[config.mk]
export PLATFORM = sky130hd
export DESIGN_NAME = mlm_core
export DESIGN_NICKNAME = d
export VERILOG_FILES = /design/src/core/mlm_pkg.sv /design/src/core/mlm_core.sv /design/src/core/mlm_rate_gen.sv
export VERILOG_INCLUDE_DIRS = /design/src /design/src/core
export SDC_FILE = /design/constraint.sdc
export NUM_CORES = 2
export LEC_CHECK = 0
export ABC_AREA = 1
export BUFFER_PORTS_ARGS = -buffer_cell sky130_fd_sc_hd__clkbuf_2
export CAP_MARGIN = 15
export CORE_ASPECT_RATIO = 1.5
export CORE_UTILIZATION = 55
export DETAILED_ROUTE_END_ITERATION = 8
export GPL_TIMING_DRIVEN = 0
export PLACE_DENSITY = 0.75
export SYNTH_ARGS = -nofsm -noshare
export SYNTH_HDL_FRONTEND = slang
export SYNTH_HIERARCHICAL = 1
export SYNTH_SLANG_ARGS = --single-unit
[constraint.sdc]
create_clock -name clock -period 6.1 [get_ports clock]
set_input_delay 1.83 -clock clock [delete_from_list [all_inputs] [get_ports clock]]
set_output_delay 1.83 -clock clock [all_outputs]
set_load 0.02 [all_outputs]
[src/core/mlm_defs.svh]
// Register offsets, field positions, reset values and timing counts
`ifndef MLM_DEFS_SVH
`define MLM_DEFS_SVH

`define MLM_ADDR_CURRENT 8'h00
`define MLM_ADDR_SPEED 8'h04
`define MLM_ADDR_FRACTION 8'h08
`define MLM_ADDR_OPTIONS 8'h0c
`define MLM_ADDR_CTRL 8'h10
`define MLM_ADDR_ACCEL 8'h14
`define MLM_ADDR_TARGET 8'h18
`define MLM_ADDR_POSITION 8'h1c
`define MLM_ADDR_STATUS 8'h20

`define MLM_OPT_INVERT 0
`define MLM_OPT_RMS 1
`define MLM_OPT_MAX_SPEED 2
`define MLM_OPT_BACKLASH 3
`define MLM_OPT_RAMP 4

`define MLM_CTRL_CUR_LIM 0
`define MLM_CTRL_SPD_LIM 1
`define MLM_CTRL_DIV_LO 4

`define MLM_RST_CURRENT 16'h0000
`define MLM_RST_SPEED 32'h0000_0000
`define MLM_RST_FRACTION 8'h00
`define MLM_RST_OPTIONS 16'h0000
`define MLM_RST_ACCEL 16'h0000

`define MLM_SPEED_MAX 32'h0001_86a0
`define MLM_DIV_MAX 4'h8
`define MLM_RMS_TO_PEAK 24'h0000b5
`define MLM_SLOW_SPEED 32'h0000_0064
`define MLM_BACKLASH_LEN 32'h0000_0100
`define MLM_APPROACH_LEN 32'h0000_0080

`define MLM_CLK_HZ 32'h02fa_f080
`define MLM_CLK_PERIOD_NS 20
`define MLM_TICK_NS 1000000
`define MLM_TICK_CYCLES (`MLM_TICK_NS / `MLM_CLK_PERIOD_NS)

`endif

[src/core/mlm_pkg.sv]
// Types shared by the motor limit and motion option block
package mlm_pkg;

	typedef struct packed {
		logic psel;
		logic penable;
		logic pwrite;
		logic [7:0] paddr;
		logic [31:0] pwdata;
	} mlm_apb_req_t;

	typedef struct packed {
		logic [31:0] prdata;
		logic pready;
		logic pslverr;
	} mlm_apb_rsp_t;

	typedef enum logic [1:0] {
		MLM_IDLE,
		MLM_RUN,
		MLM_APPROACH
	} mlm_phase_t;

	typedef struct packed {
		mlm_apb_rsp_t rsp;
		logic [15:0] rated_current_value;
		logic [31:0] nominal_speed_whole;
		logic [7:0] nominal_speed_fraction;
		logic [15:0] motion_option_mask;
		logic current_limit_enable;
		logic speed_limit_enable;
		logic [3:0] step_division_setting;
		logic [15:0] accel;
		logic [31:0] target;
		logic [31:0] final_target;
		logic [31:0] position;
		logic [31:0] speed;
		logic [15:0] tick_cnt;
		mlm_phase_t phase;
		logic dir_up;
		logic drive_dir;
		logic [15:0] current_cmd;
		logic overcurrent;
		logic fb_pulse_s1;
		logic fb_pulse_s2;
		logic fb_pulse_s3;
		logic fb_up_s1;
		logic fb_up_s2;
		logic [15:0] meas_s1;
		logic [15:0] meas_s2;
	} mlm_state_t;

	typedef struct packed {
		logic [31:0] acc;
		logic pulse;
	} mlm_rate_t;

endpackage : mlm_pkg

[src/core/mlm_core.sv]
// Motor settings, motion options, current limit and move profile
`timescale 1ns/1ps
`include "mlm_defs.svh"
module mlm_core #(
	parameter logic [15:0] TICK_CYCLES = 16'(`MLM_TICK_CYCLES)
) (
	// Clock and reset
	input wire logic clock,
	input wire logic sys_rst,
	// Register bus
	input wire mlm_pkg::mlm_apb_req_t apb_req,
	output mlm_pkg::mlm_apb_rsp_t apb_rsp,
	// Motor side pins
	input wire logic [15:0] measured_current,
	input wire logic feedback_pulse,
	input wire logic feedback_up,
	// Same-clock speed capability
	input wire logic [31:0] max_achievable_speed,
	// Drive outputs
	output logic step_pulse,
	output logic drive_dir,
	output logic [15:0] current_cmd,
	output logic overcurrent
);
	import mlm_pkg::*;

	mlm_state_t s_r;
	mlm_state_t s_nxt;

	function automatic logic [31:0] mlm_clamp(input logic [31:0] v);
		mlm_clamp = (v > `MLM_SPEED_MAX) ? `MLM_SPEED_MAX : v;
	endfunction : mlm_clamp

	function automatic logic [31:0] mlm_usteps(input logic [31:0] whole,
		input logic [7:0] frac, input logic [3:0] div);
		logic [3:0] d;
		logic [7:0] fm;
		d = (div > `MLM_DIV_MAX) ? `MLM_DIV_MAX : div;
		fm = frac & 8'((9'h001 << d) - 9'h001);
		mlm_usteps = (whole << d) + {24'h0, fm};
	endfunction : mlm_usteps

	function automatic logic mlm_mapped(input logic [7:0] a);
		mlm_mapped = (a == `MLM_ADDR_CURRENT) || (a == `MLM_ADDR_SPEED) ||
			(a == `MLM_ADDR_FRACTION) || (a == `MLM_ADDR_OPTIONS) ||
			(a == `MLM_ADDR_CTRL) || (a == `MLM_ADDR_ACCEL) ||
			(a == `MLM_ADDR_TARGET) || (a == `MLM_ADDR_POSITION) ||
			(a == `MLM_ADDR_STATUS);
	endfunction : mlm_mapped

	logic access;
	logic do_write;
	logic tick;
	logic fb_edge;
	logic reached;
	logic near_end;
	logic [31:0] base;
	logic [31:0] cruise;
	logic [31:0] slow;
	logic [31:0] remain;
	logic [31:0] ramped;
	logic [23:0] scaled;
	logic [16:0] peak;
	logic [31:0] rd;
	logic [15:0] opt;

	mlm_rate_gen u_rate (
		.clock(clock),
		.sys_rst(sys_rst),
		.run(s_r.phase != MLM_IDLE && !s_r.overcurrent),
		.speed(s_r.speed),
		.step_pulse(step_pulse)
	);

	always_comb begin
		s_nxt = s_r;
		opt = s_r.motion_option_mask;
		access = apb_req.psel && apb_req.penable;
		do_write = access && s_r.rsp.pready && apb_req.pwrite &&
			mlm_mapped(apb_req.paddr);
		tick = (s_r.tick_cnt == TICK_CYCLES - 16'h0001);
		fb_edge = s_r.fb_pulse_s2 && !s_r.fb_pulse_s3;

		// Pin synchronisers
		s_nxt.fb_pulse_s1 = feedback_pulse;
		s_nxt.fb_pulse_s2 = s_r.fb_pulse_s1;
		s_nxt.fb_pulse_s3 = s_r.fb_pulse_s2;
		s_nxt.fb_up_s1 = feedback_up;
		s_nxt.fb_up_s2 = s_r.fb_up_s1;
		s_nxt.meas_s1 = measured_current;
		s_nxt.meas_s2 = s_r.meas_s1;

		s_nxt.tick_cnt = tick ? 16'h0000 : s_r.tick_cnt + 16'h0001;

		// Feedback position: counts up on increasing feedback
		if (fb_edge) begin
			s_nxt.position = s_r.fb_up_s2 ? s_r.position + 32'h1 :
				s_r.position - 32'h1;
		end

		// Peak current target from rated value
		scaled = {8'h00, s_r.rated_current_value} * `MLM_RMS_TO_PEAK;
		peak = scaled[23:7];
		if (opt[`MLM_OPT_RMS]) begin
			s_nxt.current_cmd = peak[16] ? 16'hffff : peak[15:0];
		end else begin
			s_nxt.current_cmd = s_r.rated_current_value;
		end
		s_nxt.overcurrent = s_r.current_limit_enable &&
			(s_r.meas_s2 >= s_r.current_cmd);

		// Cruise speed in microsteps per second
		if (opt[`MLM_OPT_MAX_SPEED]) begin
			base = mlm_clamp(max_achievable_speed);
			cruise = mlm_usteps(base, 8'h00, s_r.step_division_setting);
		end else begin
			base = mlm_clamp(s_r.nominal_speed_whole);
			cruise = mlm_usteps(base, s_r.nominal_speed_fraction,
				s_r.step_division_setting);
		end
		if (!s_r.speed_limit_enable) begin
			cruise = mlm_usteps(mlm_clamp(max_achievable_speed), 8'h00,
				s_r.step_division_setting);
		end
		slow = mlm_usteps(`MLM_SLOW_SPEED, 8'h00, s_r.step_division_setting);
		if (slow > cruise) begin
			slow = cruise;
		end

		// Move progress
		reached = s_r.dir_up ?
			($signed(s_r.position) >= $signed(s_r.target)) :
			($signed(s_r.position) <= $signed(s_r.target));
		remain = s_r.dir_up ? s_r.target - s_r.position :
			s_r.position - s_r.target;
		near_end = opt[`MLM_OPT_BACKLASH] &&
			(s_r.target == s_r.final_target) &&
			($signed(remain) <= $signed(`MLM_APPROACH_LEN));
		ramped = s_r.speed + {16'h0, s_r.accel};
		if (ramped > cruise || ramped < s_r.speed) begin
			ramped = cruise;
		end

		unique case (s_r.phase)
			MLM_IDLE: begin
				s_nxt.speed = 32'h0;
			end
			MLM_RUN: begin
				if (reached && s_r.target != s_r.final_target) begin
					s_nxt.target = s_r.final_target;
					s_nxt.dir_up = 1'b1;
					s_nxt.phase = MLM_APPROACH;
					s_nxt.speed = slow;
				end else if (reached) begin
					s_nxt.phase = MLM_IDLE;
					s_nxt.speed = 32'h0;
				end else if (near_end) begin
					s_nxt.phase = MLM_APPROACH;
					s_nxt.speed = slow;
				end else if (!opt[`MLM_OPT_RAMP]) begin
					s_nxt.speed = cruise;
				end else if (tick) begin
					s_nxt.speed = ramped;
				end
			end
			MLM_APPROACH: begin
				s_nxt.speed = slow;
				if (reached) begin
					s_nxt.phase = MLM_IDLE;
					s_nxt.speed = 32'h0;
				end
			end
		endcase

		// Drive pin: direction after optional inversion
		s_nxt.drive_dir = s_nxt.dir_up ^ opt[`MLM_OPT_INVERT];

		// Register read data
		rd = 32'h0;
		unique case (apb_req.paddr)
			`MLM_ADDR_CURRENT: rd = {16'h0, s_r.rated_current_value};
			`MLM_ADDR_SPEED: rd = s_r.nominal_speed_whole;
			`MLM_ADDR_FRACTION: rd = {24'h0, s_r.nominal_speed_fraction};
			`MLM_ADDR_OPTIONS: rd = {16'h0, opt};
			`MLM_ADDR_CTRL: rd = {24'h0, s_r.step_division_setting, 2'b00,
				s_r.speed_limit_enable, s_r.current_limit_enable};
			`MLM_ADDR_ACCEL: rd = {16'h0, s_r.accel};
			`MLM_ADDR_TARGET: rd = s_r.final_target;
			`MLM_ADDR_POSITION: rd = s_r.position;
			`MLM_ADDR_STATUS: rd = {28'h0, s_r.phase, s_r.overcurrent,
				s_r.phase != MLM_IDLE};
			default: rd = 32'h0;
		endcase

		// APB answer one cycle into the access phase
		s_nxt.rsp.pready = access && !s_r.rsp.pready;
		if (access && !s_r.rsp.pready) begin
			s_nxt.rsp.prdata = apb_req.pwrite ? 32'h0 : rd;
			s_nxt.rsp.pslverr = !mlm_mapped(apb_req.paddr);
		end else begin
			s_nxt.rsp.prdata = 32'h0;
			s_nxt.rsp.pslverr = 1'b0;
		end

		if (do_write) begin
			unique case (apb_req.paddr)
				`MLM_ADDR_CURRENT: begin
					s_nxt.rated_current_value = apb_req.pwdata[15:0];
				end
				`MLM_ADDR_SPEED: begin
					s_nxt.nominal_speed_whole = apb_req.pwdata;
				end
				`MLM_ADDR_FRACTION: begin
					s_nxt.nominal_speed_fraction = apb_req.pwdata[7:0];
				end
				`MLM_ADDR_OPTIONS: begin
					s_nxt.motion_option_mask = apb_req.pwdata[15:0];
				end
				`MLM_ADDR_CTRL: begin
					s_nxt.current_limit_enable =
						apb_req.pwdata[`MLM_CTRL_CUR_LIM];
					s_nxt.speed_limit_enable = apb_req.pwdata[`MLM_CTRL_SPD_LIM];
					s_nxt.step_division_setting =
						apb_req.pwdata[`MLM_CTRL_DIV_LO +: 4];
				end
				`MLM_ADDR_ACCEL: begin
					s_nxt.accel = apb_req.pwdata[15:0];
				end
				`MLM_ADDR_TARGET: begin
					if (s_r.phase == MLM_IDLE) begin
						s_nxt.final_target = apb_req.pwdata;
						s_nxt.target = apb_req.pwdata;
						if (opt[`MLM_OPT_BACKLASH] && $signed(apb_req.pwdata) <
							$signed(s_r.position)) begin
							s_nxt.target = apb_req.pwdata - `MLM_BACKLASH_LEN;
						end
						s_nxt.dir_up = $signed(s_nxt.target) > $signed(s_r.position);
						s_nxt.drive_dir = s_nxt.dir_up ^ opt[`MLM_OPT_INVERT];
						s_nxt.phase = MLM_RUN;
						s_nxt.speed = opt[`MLM_OPT_RAMP] ? slow : cruise;
					end
				end
				default: begin
				end
			endcase
		end
	end

	always_ff @(posedge clock) begin
		if (sys_rst) begin
			s_r <= '0;
			s_r.rated_current_value <= `MLM_RST_CURRENT;
			s_r.nominal_speed_whole <= `MLM_RST_SPEED;
			s_r.nominal_speed_fraction <= `MLM_RST_FRACTION;
			s_r.motion_option_mask <= `MLM_RST_OPTIONS;
			s_r.accel <= `MLM_RST_ACCEL;
			s_r.phase <= MLM_IDLE;
		end else begin
			s_r <= s_nxt;
		end
	end

	assign apb_rsp = s_r.rsp;
	assign drive_dir = s_r.drive_dir;
	assign current_cmd = s_r.current_cmd;
	assign overcurrent = s_r.overcurrent;

endmodule : mlm_core

[src/core/mlm_rate_gen.sv]
// Step rate generator: phase accumulator in microsteps per second
`timescale 1ns/1ps
`include "mlm_defs.svh"
module mlm_rate_gen (
	// Clock and reset
	input wire logic clock,
	input wire logic sys_rst,
	// Rate request
	input wire logic run,
	input wire logic [31:0] speed,
	// Step output
	output logic step_pulse
);
	import mlm_pkg::*;

	mlm_rate_t s_r;
	mlm_rate_t s_nxt;
	logic [31:0] sum;

	always_comb begin
		s_nxt = s_r;
		sum = s_r.acc + speed;
		s_nxt.pulse = 1'b0;
		if (!run) begin
			s_nxt.acc = 32'h0;
		end else if (sum >= `MLM_CLK_HZ) begin
			s_nxt.acc = sum - `MLM_CLK_HZ;
			s_nxt.pulse = 1'b1;
		end else begin
			s_nxt.acc = sum;
		end
	end

	always_ff @(posedge clock) begin
		if (sys_rst) begin
			s_r <= '0;
		end else begin
			s_r <= s_nxt;
		end
	end

	assign step_pulse = s_r.pulse;

endmodule : mlm_rate_gen

==> results.md <==
* Outcome: complete, but fails checks
* Failing checks: negative setup slack
* Post-Synth Adder-Cell Area at ~15%
* Max_slew headroom at a little over a tenth
* DRC viols at 0
* Post-synthesis mux area share at 0.02820%
* Most frequent cells in the layout: nand2_1, inv_1, nor2_1
* Asr flop ratio synth at 0%
* Worst Path Arrival at 7.21 ns
* Fin. Hold Viols at 0
* Most common cell after layout, fill and taps aside: nand2_1
* Unrepaired setup endpoints after global routing: yes
* Post-synthesis xor/xnor area fraction at 3.208%
* Die area at 65570 µm²
* Largest family of logic cells by synthesized area: simple AND/OR/NAND/NOR gates
* Worst IR Drop VDD at 0.0002358 V
* CTS max path bufs at 3
* Sequential area share after synthesis at 20.48%
* Area fraction of the dominant cell type after synthesis at 20.48%
* Final nets at around 6500
* Vias at 41450
* Drt total wl at approximately 160000 µm
* Most used DFF post-synth: dfxtp_1
* Core ar. at 63620 µm²
* Port bufs at 147
* Share of layout cells above drive strength 1 at 15.49%
* Distinct cells, synth at 68
* TritonCTS clock tree: built
* Antenna Violating Nets Remaining at 0
* Biggest cell delay along the critical path at slightly below 0.5 ns
* Mapped Area at 35490 µm²
* Crit path kind: flip-flop to flip-flop
* Power density cells at 154.9 nW/µm²
* Setup TNS at -8.880 ns
* YS warnings at 6
* Vias in the first global route at slightly below 40000
* Max-cap violations at 0
* Tot Pwr at 6550 µW
* Most used cell, CP: nand2_1
* Avg Vias per Cell at 6.071
* F_max at 148.7 MHz
* Worst-Skew Late Latency at 0.61 ns
* Initial antenna violation count at 10
* # rows at 113
* Max Clock Skew at a little under 0.04 ns
* Synth area leaders: dfxtp_1, nand2_1, ha_1
* HP Class: flip-flop to flip-flop
* GRT Overall Usage at a little under half
* CTS Sinks at 363
* H-tree depth at 2
* Synth Area in Compound Gates at 17.58%
* Initial Utilization at 55.78%
* First-pass GRT wire length at 225300 µm
* Die Y at 313.1 µm
* Post-Syn Area per Cell at 6.287 µm²
* Post-synth EDFFs at 0
* Gpl congestion at 1.082
* Area growth, synth to finish at 19.11%
* P_leak at 0.01992 µW
* Worst slew pin tran at 1.336 ns
* Critical Path End Type: flip-flop
* Clock root buffer master: clkbuf_16
* WP data required at about 6.6 ns
* Simple-gate portion of the synthesized area at around 31%
* Placed cells at between 6000 and 7000
* Post-synthesis register bit count at approximately 360
* I/O pins at 148
* CTS Buf Count at 41
* Die X at between 200 and 250 µm
* WL/cell at 22.78 µm
* Leading area contributor after synthesis: dfxtp_1
* Clk slew on worst S/H paths at 0.06 ns
* Slowest CP cell: o22ai_2
* Hpwl dp at 119600 µm
* First-pass DRT Iterations at 9
* Max-slew violation count at 0
* Endpoints failing setup at 32
* Post-Syn Instances at 5645
* Final worst-path cycle share at 110.2%
* Post-CTS Hold Buffers at 0
* Drt initial violations at 4036
* Largest net degree at the start of global routing at 22
* Fin crit period at 6.724 ns
* Post-route setup slack at -0.6239 ns
* Crit-path max FO at 5
* Final Util at 66.45%
* Worst Setup Start Kind: flip-flop
* Remaining global-route overflow at 0
* Non-filler instance count after layout at 6828
-- flip-flops by register name (all words and copies together) (netlist names) --
name and flops:
s_r 243, apb_rsp 34, u_rate/s_r 32, s_nxt 19, current_cmd 16, opt 16
drive_dir 1, overcurrent 1, u_rate/step_pulse 1
-- final timing paths --
check                           slack [ns]       to  cells past startpoint  startpoint
worst max-delay path                 -0.62  s_r[89]                     43    s_r[276]
worst min-delay path                  0.40   s_r[5]                      2    s_nxt[5]
worst min register to register        0.40   s_r[5]                      2    s_nxt[5]
worst max register to register       -0.62  s_r[89]                     43    s_r[276]
-- critical path: cells and delay by family (launching register included) --
| kind | cells | cell delay (ns) |
|---|---|---|
| and+or+nand+nor | 26 | 2.95 |
| AOI/OAI and AO/OA | 8 | 1.58 |
| buffers and inverters | 7 | 1.12 |
| adders and majority gates | 2 | 0.60 |
| DFF | 1 | 0.33 |
-- cells by family (layout without fill, tap and decap cells) --
kind of cell,Yosys count,after routing
AO/OA/AOI/OAI,1109,1109
AND/OR/NAND/NOR,2551,2551
XOR/XNOR,130,130
adder cells (fa/ha/maj),409,409
buffers and inverters,1080,1440
other,2,20
multiplexers,1,1
flip-flops,363,363
-- synthesized netlist by cell type (all sizes together) (14+ instances only) --
library cell and count:
a211oi 14, nand4 92, nand2 1404, nor4 21, o21bai 17, inv 849, o21a 14, dfxtp 363
buf 105, a31oi 29, xor2 83, nand3b 16, fa 43, a221oi 26, xnor2 47, clkbuf 117
ha 366, o211ai 61, nor2 536, o21ai 358, nand3 398, nor3 61, o22ai 45, a21oi 479
-- through the flow --
stage | setup WS [ns] | cell area, µm² | hold slack [ns]
after floorplan | 0.005883 | 35580 | 0.3883
after detailed placement | -2.595 | 37360 | 0.3942
final | -0.6239 | 42280 | 0.3962
after CTS | -0.1427 | 40130 | 0.3977
after global routing | -0.7246 | 42260 | 0.4095
after global placement | -2.620 | 37330 | 0.3890
-- timing repair --
| action | CTS | global route |
|---|---|---|
| pin swaps | 81 | 146 |
| cloned | 2 | 2 |
| resized for setup | 199 | 397 |
| endpoints found under the setup margin | 34 | 37 |
| buffers inserted | 61 | 80 |
-- area by class of cell --
type,instances,area (µm²)
Antenna cell,8,20.02
Multi-Input combinational cell,4212,25760
Fill cell,5870,21350
Sequential cell,363,7302
Tap cell,805,1007
Inverter,858,3287
Clock inverter,20,327.8
Buffer,216,1296
Timing Repair Buffer,293,2117
Clock buffer,53,1154
-- layer usage --
layer | wire (µm) | vias up | global-route usage (%) | part of all wire, %
li1 | - | 19180 | - | -
met1 | 49200 | 18750 | 43.20 | 32
met2 | 70820 | 2387 | 76.48 | 46
met3 | 13940 | 1137 | 11.37 | 9.0
met4 | 21560 | 6 | 51.35 | 14
met5 | 35 | - | 0 | 0.022
-- power by group --
part           leakage, µW  switching (µW)  internal, µW
sequential         0.00295            22.8          2390
clock             0.000720            1160          1640
combinational       0.0163             880           446
(Power assumes the default switching activity.)
